[config.mk]
export PLATFORM = sky130hd
export DESIGN_NAME = tccp_top
export DESIGN_NICKNAME = d
export VERILOG_FILES = /design/src/pkg/tccp_pkg.sv /design/src/rtl/tccp_clk_div.sv /design/src/rtl/tccp_top.sv
export SDC_FILE = /design/constraint.sdc
export NUM_CORES = 1
export LEC_CHECK = 0
export ABC_AREA = 1
export ABC_CLOCK_PERIOD_IN_PS = 2420
export BUFFER_PORTS_ARGS = -buffer_cell sky130_fd_sc_hd__buf_2
export CORE_UTILIZATION = 45
export DETAILED_ROUTE_END_ITERATION = 6
export PLACE_DENSITY = 0.76
export SKIP_CTS_REPAIR_TIMING = 1
export SYNTH_ARGS = -nofsm -noshare
export SYNTH_HDL_FRONTEND = slang
export SYNTH_SLANG_ARGS = --single-unit
[constraint.sdc]
create_clock -name core_clk_i -period 2.42 [get_ports core_clk_i]
set_clock_uncertainty 0.05 [all_clocks]
set_input_delay 0 -clock core_clk_i [delete_from_list [all_inputs] [get_ports core_clk_i]]
set_output_delay 0 -clock core_clk_i [all_outputs]
set_load 0.02 [all_outputs]
[src/pkg/tccp_pkg.sv]
// Package with constants and carrier types for the test and clock control pin block.
package tccp_pkg;

   // ------------------------------------------------------------
   // Output clock source and divider
   // ------------------------------------------------------------
   localparam logic [3:0] TCCP_DIV_1 = 4'h0;
   localparam logic [3:0] TCCP_DIV_2 = 4'h1;
   localparam logic [3:0] TCCP_DIV_4 = 4'h2;
   localparam logic [3:0] TCCP_DIV_5 = 4'h3;
   localparam logic [3:0] TCCP_DIV_8 = 4'h4;
   localparam logic [3:0] TCCP_DIV_10 = 4'h5;
   localparam logic [3:0] TCCP_DIV_16 = 4'h6;
   localparam logic [3:0] TCCP_DIV_20 = 4'h7;
   localparam logic [3:0] TCCP_DIV_25 = 4'h8;
   localparam logic [4:0] TCCP_RATIO_1 = 5'h01;
   localparam logic [4:0] TCCP_RATIO_2 = 5'h02;
   localparam logic [4:0] TCCP_RATIO_4 = 5'h04;
   localparam logic [4:0] TCCP_RATIO_5 = 5'h05;
   localparam logic [4:0] TCCP_RATIO_8 = 5'h08;
   localparam logic [4:0] TCCP_RATIO_10 = 5'h0A;
   localparam logic [4:0] TCCP_RATIO_16 = 5'h10;
   localparam logic [4:0] TCCP_RATIO_20 = 5'h14;
   localparam logic [4:0] TCCP_RATIO_25 = 5'h19;
   localparam logic [4:0] TCCP_OSC_RATIO = 5'h02;
   localparam logic [4:0] TCCP_CNT_ZERO = 5'h00;
   localparam logic [4:0] TCCP_CNT_ONE = 5'h01;

   // ------------------------------------------------------------
   // Pattern selection and reporting
   // ------------------------------------------------------------
   localparam logic [1:0] TCCP_PAT_31 = 2'h0;
   localparam int TCCP_LS_LANES = 8;
   localparam int TCCP_CHANS = 2;
   localparam int TCCP_CHAN_A = 0;
   localparam int TCCP_CHAN_B = 1;
   localparam int TCCP_SEL_SIDE_BIT = 3;

   typedef enum logic [0:0] {
      TCCP_SRC_BYTE = 1'b0,
      TCCP_SRC_OSC = 1'b1
   } tccp_src_e;

   // Per-channel pattern enable bits, transmit and receive.
   typedef struct packed {
      logic rx_en;
      logic tx_en;
   } tccp_pat_en_s;

   // Per-channel checker status: one high-speed flag and one per low-speed lane.
   typedef struct packed {
      logic [TCCP_LS_LANES-1:0] ls_err;
      logic hs_err;
   } tccp_chk_s;

   // Enables handed to the generators and checkers of one channel.
   typedef struct packed {
      logic hs_tx;
      logic hs_rx;
      logic ls_tx;
      logic ls_rx;
   } tccp_pat_out_s;

endpackage : tccp_pkg

[src/rtl/tccp_clk_div.sv]
// Output clock divider with selectable ratio.
`timescale 1ns/1ps
module tccp_clk_div
   import tccp_pkg::*;
(
   input wire logic core_clk_i,
   input wire logic reset_n_i,
   input wire logic [4:0] ratio_i,
   input wire logic src_tick_i,
   output logic clk_o
);

   logic [4:0] cnt_reg;
   logic [4:0] half;
   logic clk_reg;

   assign half = ratio_i >> 1;

   // ------------------------------------------------------------
   // Divider counter
   // ------------------------------------------------------------
   // Counts source ticks; odd ratios above 1 have a high phase one tick shorter.
   always_ff @(posedge core_clk_i or negedge reset_n_i) begin
      if (!reset_n_i) begin
         cnt_reg <= TCCP_CNT_ZERO;
      end else if (src_tick_i) begin
         if (cnt_reg >= ratio_i - TCCP_CNT_ONE) begin
            cnt_reg <= TCCP_CNT_ZERO;
         end else begin
            cnt_reg <= cnt_reg + TCCP_CNT_ONE;
         end
      end
   end

   always_ff @(posedge core_clk_i or negedge reset_n_i) begin
      if (!reset_n_i) begin
         clk_reg <= 1'b0;
      end else if (ratio_i == TCCP_RATIO_1) begin
         clk_reg <= src_tick_i;
      end else if (src_tick_i) begin
         clk_reg <= (cnt_reg < half);
      end
   end

   assign clk_o = clk_reg;

endmodule : tccp_clk_div

[src/rtl/tccp_top.sv]
// Test and clock control pin logic of a two-channel link aggregator.
`timescale 1ns/1ps
// Function
// Low sleep pin powers down channel B
// Controller issues datapath reset after wake
// Select pin picks reference clock zero/one
// Reference zero default; tie select low
// Default output: recovered byte clock enabled
// Option: oscillator clock divided by two
// Divider ratios 1,2,4,5,8,10,16,20,25 selectable
// Clock pins zero in reset, float powered down
// Test pin enables all generators and checkers
// Channel enable is pin OR register bits
// Default pattern length 2^31-1, changeable
// Pass high error free, low on error
// Four-bit field picks reported checker
// Pass low in reset, float both down
// Controller holds reset at least 10us
module tccp_top
   import tccp_pkg::*;
(
   input wire logic core_clk_i,
   input wire logic reset_n_i,
   input wire logic chan_a_sleep_low_i,
   input wire logic chan_b_sleep_low_i,
   input wire logic chan_a_reg_down_i,
   input wire logic chan_b_reg_down_i,
   input wire logic ref_clock_choose_i,
   input wire logic chan_a_ref_choose_i,
   input wire logic chan_b_ref_choose_i,
   input wire logic byte_clk_tick_i,
   input wire logic osc_clk_tick_i,
   input wire logic clk_out_disable_i,
   input wire tccp_src_e clk_src_i,
   input wire logic [3:0] clk_div_sel_i,
   input wire logic pattern_test_enable_i,
   input wire tccp_pat_en_s [TCCP_CHANS-1:0] reg_pat_en_i,
   input wire logic [1:0] pat_sel_i,
   input wire tccp_chk_s [TCCP_CHANS-1:0] chk_status_i,
   input wire logic [3:0] pass_sel_i,
   output logic chan_b_power_down_o,
   output logic chan_a_ref_one_o,
   output logic chan_b_ref_one_o,
   output logic chan_a_clock_output_o,
   output logic chan_a_clock_output_oe_o,
   output logic chan_b_clock_output_o,
   output logic chan_b_clock_output_oe_o,
   output tccp_pat_out_s [TCCP_CHANS-1:0] pat_en_o,
   output logic [1:0] pat_sel_o,
   output logic pattern_check_ok_o,
   output logic pattern_check_ok_oe_o
);

   // ------------------------------------------------------------
   // Pin synchronisers
   // ------------------------------------------------------------
   logic [4:0] sync1_reg;
   logic [4:0] sync2_reg;
   logic [4:0] pins;
   logic sleep_a_low;
   logic sleep_b_low;
   logic ref_pin;
   logic pat_pin;
   logic ref_b_pin;

   assign pins = {chan_b_ref_choose_i, pattern_test_enable_i, ref_clock_choose_i,
                  chan_b_sleep_low_i, chan_a_sleep_low_i};

   // Sleep pins reset low so both channels stay down until sampled high.
   always_ff @(posedge core_clk_i or negedge reset_n_i) begin
      if (!reset_n_i) begin
         sync1_reg <= 5'h00;
         sync2_reg <= 5'h00;
      end else begin
         sync1_reg <= pins;
         sync2_reg <= sync1_reg;
      end
   end

   assign sleep_a_low = sync2_reg[0];
   assign sleep_b_low = sync2_reg[1];
   assign ref_pin = sync2_reg[2];
   assign pat_pin = sync2_reg[3];
   assign ref_b_pin = sync2_reg[4];

   // ------------------------------------------------------------
   // Power down and reference selection
   // ------------------------------------------------------------
   logic pd_b_reg;
   logic ref_a_reg;
   logic ref_b_reg;

   always_ff @(posedge core_clk_i or negedge reset_n_i) begin
      if (!reset_n_i) begin
         pd_b_reg <= 1'b1;
      end else begin
         pd_b_reg <= !sleep_b_low;
      end
   end

   // Reference zero is the reset default; register choice ORs with the pin.
   always_ff @(posedge core_clk_i or negedge reset_n_i) begin
      if (!reset_n_i) begin
         ref_a_reg <= 1'b0;
         ref_b_reg <= 1'b0;
      end else begin
         ref_a_reg <= ref_pin | chan_a_ref_choose_i;
         ref_b_reg <= ref_pin | ref_b_pin;
      end
   end

   assign chan_b_power_down_o = pd_b_reg;
   assign chan_a_ref_one_o = ref_a_reg;
   assign chan_b_ref_one_o = ref_b_reg;

   // ------------------------------------------------------------
   // Output clock
   // ------------------------------------------------------------
   logic [4:0] ratio;
   logic [4:0] ratio_eff;
   logic src_tick;
   logic div_clk;
   logic ck_reg;
   logic ck_oe_reg;
   logic down_a;
   logic down_b;
   logic pin_down_both;

   always_comb begin
      unique case (clk_div_sel_i)
         TCCP_DIV_1: ratio = TCCP_RATIO_1;
         TCCP_DIV_2: ratio = TCCP_RATIO_2;
         TCCP_DIV_4: ratio = TCCP_RATIO_4;
         TCCP_DIV_5: ratio = TCCP_RATIO_5;
         TCCP_DIV_8: ratio = TCCP_RATIO_8;
         TCCP_DIV_10: ratio = TCCP_RATIO_10;
         TCCP_DIV_16: ratio = TCCP_RATIO_16;
         TCCP_DIV_20: ratio = TCCP_RATIO_20;
         TCCP_DIV_25: ratio = TCCP_RATIO_25;
         default: ratio = TCCP_RATIO_1;
      endcase
   end

   // Byte ticks already run at line rate over 20; the oscillator is halved.
   assign src_tick = (clk_src_i == TCCP_SRC_OSC) ? osc_clk_tick_i : byte_clk_tick_i;
   assign ratio_eff = (clk_src_i == TCCP_SRC_OSC) ? TCCP_OSC_RATIO : ratio;

   tccp_clk_div u_div (
      .core_clk_i(core_clk_i),
      .reset_n_i(reset_n_i),
      .ratio_i(ratio_eff),
      .src_tick_i(src_tick),
      .clk_o(div_clk)
   );

   assign down_a = !sleep_a_low | chan_a_reg_down_i;
   assign down_b = !sleep_b_low | chan_b_reg_down_i;
   assign pin_down_both = !sleep_a_low & !sleep_b_low;

   // Driven zero in reset, released while both channels are down or disabled.
   always_ff @(posedge core_clk_i or negedge reset_n_i) begin
      if (!reset_n_i) begin
         ck_reg <= 1'b0;
         ck_oe_reg <= 1'b1;
      end else begin
         ck_reg <= div_clk;
         ck_oe_reg <= !(down_a & down_b) & !clk_out_disable_i;
      end
   end

   assign chan_a_clock_output_o = ck_reg;
   assign chan_b_clock_output_o = ck_reg;
   assign chan_a_clock_output_oe_o = ck_oe_reg;
   assign chan_b_clock_output_oe_o = ck_oe_reg;

   // ------------------------------------------------------------
   // Pattern test enables
   // ------------------------------------------------------------
   tccp_pat_out_s [TCCP_CHANS-1:0] pat_reg;
   logic [1:0] psel_reg;

   genvar ch;
   generate
      for (ch = 0; ch < TCCP_CHANS; ch++) begin : g_chan
         always_ff @(posedge core_clk_i or negedge reset_n_i) begin
            if (!reset_n_i) begin
               pat_reg[ch] <= '0;
            end else begin
               pat_reg[ch].hs_tx <= pat_pin | reg_pat_en_i[ch].tx_en;
               pat_reg[ch].ls_tx <= pat_pin | reg_pat_en_i[ch].tx_en;
               pat_reg[ch].hs_rx <= pat_pin | reg_pat_en_i[ch].rx_en;
               pat_reg[ch].ls_rx <= pat_pin | reg_pat_en_i[ch].rx_en;
            end
         end
      end
   endgenerate

   always_ff @(posedge core_clk_i or negedge reset_n_i) begin
      if (!reset_n_i) begin
         psel_reg <= TCCP_PAT_31;
      end else begin
         psel_reg <= pat_sel_i;
      end
   end

   assign pat_en_o = pat_reg;
   assign pat_sel_o = psel_reg;

   // ------------------------------------------------------------
   // Pass indicator
   // ------------------------------------------------------------
   logic err_pick;
   logic chk_on;
   logic pass_reg;
   logic pass_oe_reg;
   int unsigned chan_idx;

   // Bit 3 picks low-speed side of channel A, bits 2:0 the lane; otherwise bit 2 picks channel B.
   always_comb begin
      chan_idx = pass_sel_i[2] ? TCCP_CHAN_B : TCCP_CHAN_A;
      if (pass_sel_i[TCCP_SEL_SIDE_BIT]) begin
         err_pick = chk_status_i[TCCP_CHAN_A].ls_err[pass_sel_i[2:0]];
      end else begin
         err_pick = chk_status_i[chan_idx].hs_err;
      end
      chk_on = pat_reg[chan_idx].hs_rx;
      if (pass_sel_i[TCCP_SEL_SIDE_BIT]) begin
         chk_on = pat_reg[TCCP_CHAN_A].ls_rx;
      end
   end

   always_ff @(posedge core_clk_i or negedge reset_n_i) begin
      if (!reset_n_i) begin
         pass_reg <= 1'b0;
         pass_oe_reg <= 1'b1;
      end else begin
         pass_reg <= chk_on & !err_pick;
         pass_oe_reg <= !pin_down_both;
      end
   end

   assign pattern_check_ok_o = pass_reg;
   assign pattern_check_ok_oe_o = pass_oe_reg;

endmodule : tccp_top

# [Word level (Yosys, flattened, before mapping)]
# Memories as Yosys holds them, arrays and structs flattened.
# Cells that the tools add are included.
[word_totals] elab_cells=57 reg_bits=29 rom_bits=80 memories=1
[classes] eq_ne=1 n_bitwise=12 n_mux=14 n_addsub=2 reduce_logical=7 n_lt_le_gt_ge=4
[mem_list] name="(no name shown)" depth=16 word_bits=5 rd=1 rd_clocked_by_memory_dff=0 write_ports=0 line="tccp_top.sv:130" source="unique case (clk_div_sel_i)"
[op_table] op="2-to-1 mux 5 bit" n=2
[op_table] op="2-to-1 mux 1 bit" n=9
[op_table] op="bitwise OR 1 bit" n=8
[op_table] op="zero test 1 bit" n=6
[op_table] op="2-to-1 mux 3 bit" n=2
[op_table] op="adder 5 x 1 -> 5 bit (second input constant)" n=1
[op_table] op="== test 5 x 1 -> 1 bit (second input constant)" n=1
[op_table] op=">= comparator 5 bit" n=1
[op_table] op="less-than comparator 5 x 4 -> 1 bit" n=1
[op_table] op="subtractor 5 x 1 -> 5 bit (second input constant)" n=1
[op_table] op="bitwise AND 1 bit" n=4
[op_table] op="less-than comparator 3 x 4 -> 1 bit (second input constant)" n=1
[op_table] op="binary-select mux 1 bit (select 3 bit)" n=1
[op_table] op="less-than comparator 1 x 2 -> 1 bit (second input constant)" n=1
[op_table] op="nonzero test 2 bit" n=1

# [Depth between registers and ports, before layout]
[depth] ltp_word=6 ltp_mapped=15 depth_no_buf=15

# [Hierarchy]
# From an unflattened synthesis, not the netlist that was laid out.
[unflattened] cells_unflattened=170 hier_area_um2=1536.5
[modules_own_cells] mod="tccp_top" seq_area_each_um2=579.3 n_inst=1 cells_per_inst=87 area_per_inst_um2=919.6
[modules_own_cells] mod="tccp_clk_div" seq_area_each_um2=150.1 n_inst=1 cells_per_inst=83 area_per_inst_um2=616.8

# [Worst setup path after synthesis]
# Ideal clock, no wire load.
[synth_timing] path_type="input to register" startpoint="input clk_div_sel_i[1]" endpoint="register u_div.cnt_reg[2]" n_path_buf=0 arrival_time_ps=1808 setup_ps=122 path_slack_ps=440 stages=15 path_cell_list="inv_1 -> ha_1 -> nor2_1 -> nor2_1 -> nor2_1 -> inv_1 -> ha_1 -> nand3_2 -> xnor2_1 -> ha_1 -> nand3_1 -> o21bai_1 -> and2_1 -> nor2_1 -> nor2_1"
[synth_between] elab_chain_len=5
[synth_lines] item="start, declared" line="tccp_top.sv:35" source="input wire logic [3:0] clk_div_sel_i,"
[synth_lines] item="memory (16 x 5 bit)"
[synth_lines] item="2-to-1 mux 5 bit" line="tccp_top.sv:146" source="assign ratio_eff = (clk_src_i == TCCP_SRC_OSC) ? TCCP_OSC_RATIO : ratio;"
[synth_lines] item="subtractor 5 x 1 -> 5 bit" line="tccp_clk_div.sv:27" source="if (cnt_reg >= ratio_i - TCCP_CNT_ONE) begin"
[synth_lines] item=">= comparator 5 bit" line="tccp_clk_div.sv:27"
[synth_lines] item="2-to-1 mux 5 bit" line="tccp_clk_div.sv:27"
[synth_lines] item="end signal, assigned" line="tccp_clk_div.sv:30" source="cnt_reg <= cnt_reg + TCCP_CNT_ONE;"
[synth_lines] item="end, declared" line="tccp_clk_div.sv:13" source="logic [4:0] cnt_reg;"
# No other way between the ends.
# A chain may end at the register's enable or synchronous reset.

# [Final worst setup path]
[layout_timing] startpoint="input clk_div_sel_i[1]" endpoint="register u_div.cnt_reg[3]"
# Same word-level chain as after synthesis.

==> flow_summary.json <==
{
  "yosysWarnings": 0,
  "yosysMostFrequentCell": "nand2_1",
  "initialDrtViolationCount": 52,
  "post-route-min-period_ns": 2.058,
  "die_area_mm2": 0.003583,
  "seq_area_um2": 729.5,
  "status": "finished with violations",
  "final-hold-violation-count": 1,
  "placed_cells": 252,
  "syn_area_per_cell_um2": 9.534,
  "rsz0062_at_grt": "false",
  "synth_edf_count": 0,
  "synth_area_leaders": "dfrtp_1 (43%), ha_1 (12%), nand2_1 (7.7%)",
  "drive_gt1_share_pct": 36.91,
  "finalMaxSlewViolations": 0,
  "ir_worst_vdd_v": 0.0004208,
  "p_leak_nw": 1.099,
  "pwr-share-seq_pct": 39.0,
  "grt_pass1_vias": 1064,
  "violations": "negative hold slack",
  "end_kind": "flop",
  "die_w_um": 59.86,
  "nFillCells": 257,
  "ant_nets": 0,
  "finalSetupTns_ns": 0,
  "critPathKind": "primary input to flop",
  "wl_um": 3167,
  "multi_input_area_um2": 664.4,
  "critPathLaunch": "clk_div_sel_i[1]",
  "final_cells": 277,
  "fp.dieH_um": 59.86,
  "fin_util_pct": 66.69,
  "p_total_w": 0.001573,
  "cts_tree": "yes",
  "drc": 0,
  "crit_fanout": 4,
  "hpwlAfterDp_um": 2029,
  "final_nets": 292,
  "dr.pass1.iters": 4,
  "wire_per_inst_um": 11.43,
  "insertion_delay_ns": 0.33,
  "antenna_found_initial": 0,
  "cp.arrival_ns": 2.23,
  "powerDensity_mw_per_mm2": 760.2,
  "async_flop_share_pct": 100.0,
  "synth_flop_cell": "dfrtp_1",
  "n_antenna_cell": 0,
  "synth_area_leader_cell": "dfrtp_1",
  "fin_crit_sh_pct": 85.05,
  "dr_total_vias": 1278,
  "p_int_w": 0.001078,
  "numCtsBuffers": 5,
  "crit_required_ns": 2.59,
  "p_sw_w": 0.0004950,
  "slew_headroom_pct": 58.02,
  "grt_max_degree": 30,
  "reg2reg_from": "u_div.cnt_reg[4]",
  "synth_nets": 218,
  "hold_class": "primary input to flop",
  "fmax_ghz": 0.4858,
  "syn-instance-count": 158,
  "setup_viol": 0,
  "synth_cell_type_count": 25,
  "startpoint_type": "primary input",
  "worstHoldStart": "byte_clk_tick_i",
  "gr-total-overflow": 0,
  "num_rows": 20,
  "grt_usage_pct": 15.54,
  "syn_area_mm2": 0.001506,
  "clkTransAtPathRegs_ns": 0.10,
  "yosys-top-cells-count": "nand2_1 (31), dfrtp_1 (26), inv_1 (15)",
  "synth_seq_cells": 29,
  "netlist.area_leader.share_pct": 43.19,
  "tightest_slew_ns": 0.6296,
  "fin_hold_ws_ns": -0.02400,
  "clk_path_buf_depth": 2,
  "initial_core_util_pct": 48.55,
  "pin_count": 65,
  "clockRootBuffer": "clkbuf_4",
  "power_frac_comb_pct": 29.2,
  "grt_pass1_wl_um": 4119,
  "cts_num_sinks": 29,
  "gp_congestion": 0.7618,
  "cts_htree_levels": 2,
  "clkPwrFrac_pct": 31.9,
  "coreArea_mm2": 0.003103,
  "syn2layout_area_growth_pct": 37.38,
  "maxCapViolCount": 0,
  "io_buffers": 56,
  "avgViaCountPerCell": 4.614,
  "ys_seq_area_share_pct": 48.42,
  "p_sw_share_pct": 31.46
}
[cells by family after synthesis]
| logic type | after synthesis | share of synthesized area [%] |
|---|---|---|
| flops | 29 | 48.42 |
| simple gates | 73 | 23.92 |
| compound gates | 12 | 5.066 |
| buf+inv | 24 | 7.475 |
| xor+xnor | 6 | 3.488 |
| fa+ha+maj | 14 | 11.63 |
[power by group through the flow]
stage | logic, W | registers, W | clock network, W
3_3_place_gp | 0.000413 | 0.000617 | 0
2_1_floorplan | 0.000296 | 0.000631 | 0
4_1_cts | 0.000435 | 0.000610 | 0.000488
6_report | 0.000459 | 0.000613 | 0.000501
5_1_grt | 0.000529 | 0.000623 | 0.000529
3_5_place_dp | 0.000430 | 0.000620 | 0
[area by class of cell]
cell class	count	area share (%)
clock inverter	3	3.144
timing repair buffer	73	21.77
multi-input combinational	105	32.10
clock buffer	5	1.814
sequential	29	35.25
inverter	18	3.265
tap	44	2.660
[critical path, cell delays in order]
cell and delay (ns):
buf_2 0.11, inv_1 0.10, ha_1 0.24, nor2_1 0.08, nor2_1 0.06, nor2_1 0.14, inv_1 0.08, ha_1 0.22
nand3_2 0.08, xnor2_1 0.08, ha_1 0.32, nand3_1 0.08, o21bai_1 0.16, and2_1 0.17, nor2_1 0.21, nor2_1 0.10
[placed cells by master, fill, tap and decap left out, types with 4 or more instances in the layout]
master,instances
ha_1,14
xor2_1,4
buf_2,56
nand2_1,31
clkbuf_4,5
nor2_1,12
nand3_1,8
inv_1,15
or2_2,6
nand4_1,4
dlygate4sd3_1,17
dfrtp_1,26
nand2_2,6
[layer usage]
layer | up-vias | track usage (%) | share of wire, %
li1 | 651 | - | -
met1 | 575 | 18.78 | 39
met2 | 46 | 26.83 | 53
met3 | 6 | 4.113 | 5.5
met4 | 0 | 4.983 | 2.2
met5 | - | 0 | 0
[path summary, 6_finish.rpt]
path	cells after the start	slack, ns	endpoint
worst min register to register	0	0.29	sync2_reg[1]
worst max-delay path	16	0.36	u_div.cnt_reg[3]
min in group asynchronous	2	0.16	pat_en_o[1]
max in group asynchronous	2	1.74	pat_sel_o[1]
worst min-delay path	4	-0.02	u_div.cnt_reg[0]
worst max register to register	6	0.76	u_div.cnt_reg[3]
[stage by stage]
stage,instance area (µm²),setup WS [ns],hold WS [ns]
6_report,2069,0.3617,-0.02400
3_3_place_gp,1797,0.1428,-0.01240
4_1_cts,1899,0.3688,-0.3607
3_5_place_dp,1797,0.08364,-0.01547
2_1_floorplan,1506,0.4400,-0.3456
5_1_grt,2069,0.1708,-0.01599
No activity file was read; power rests on OpenSTA's default activity.
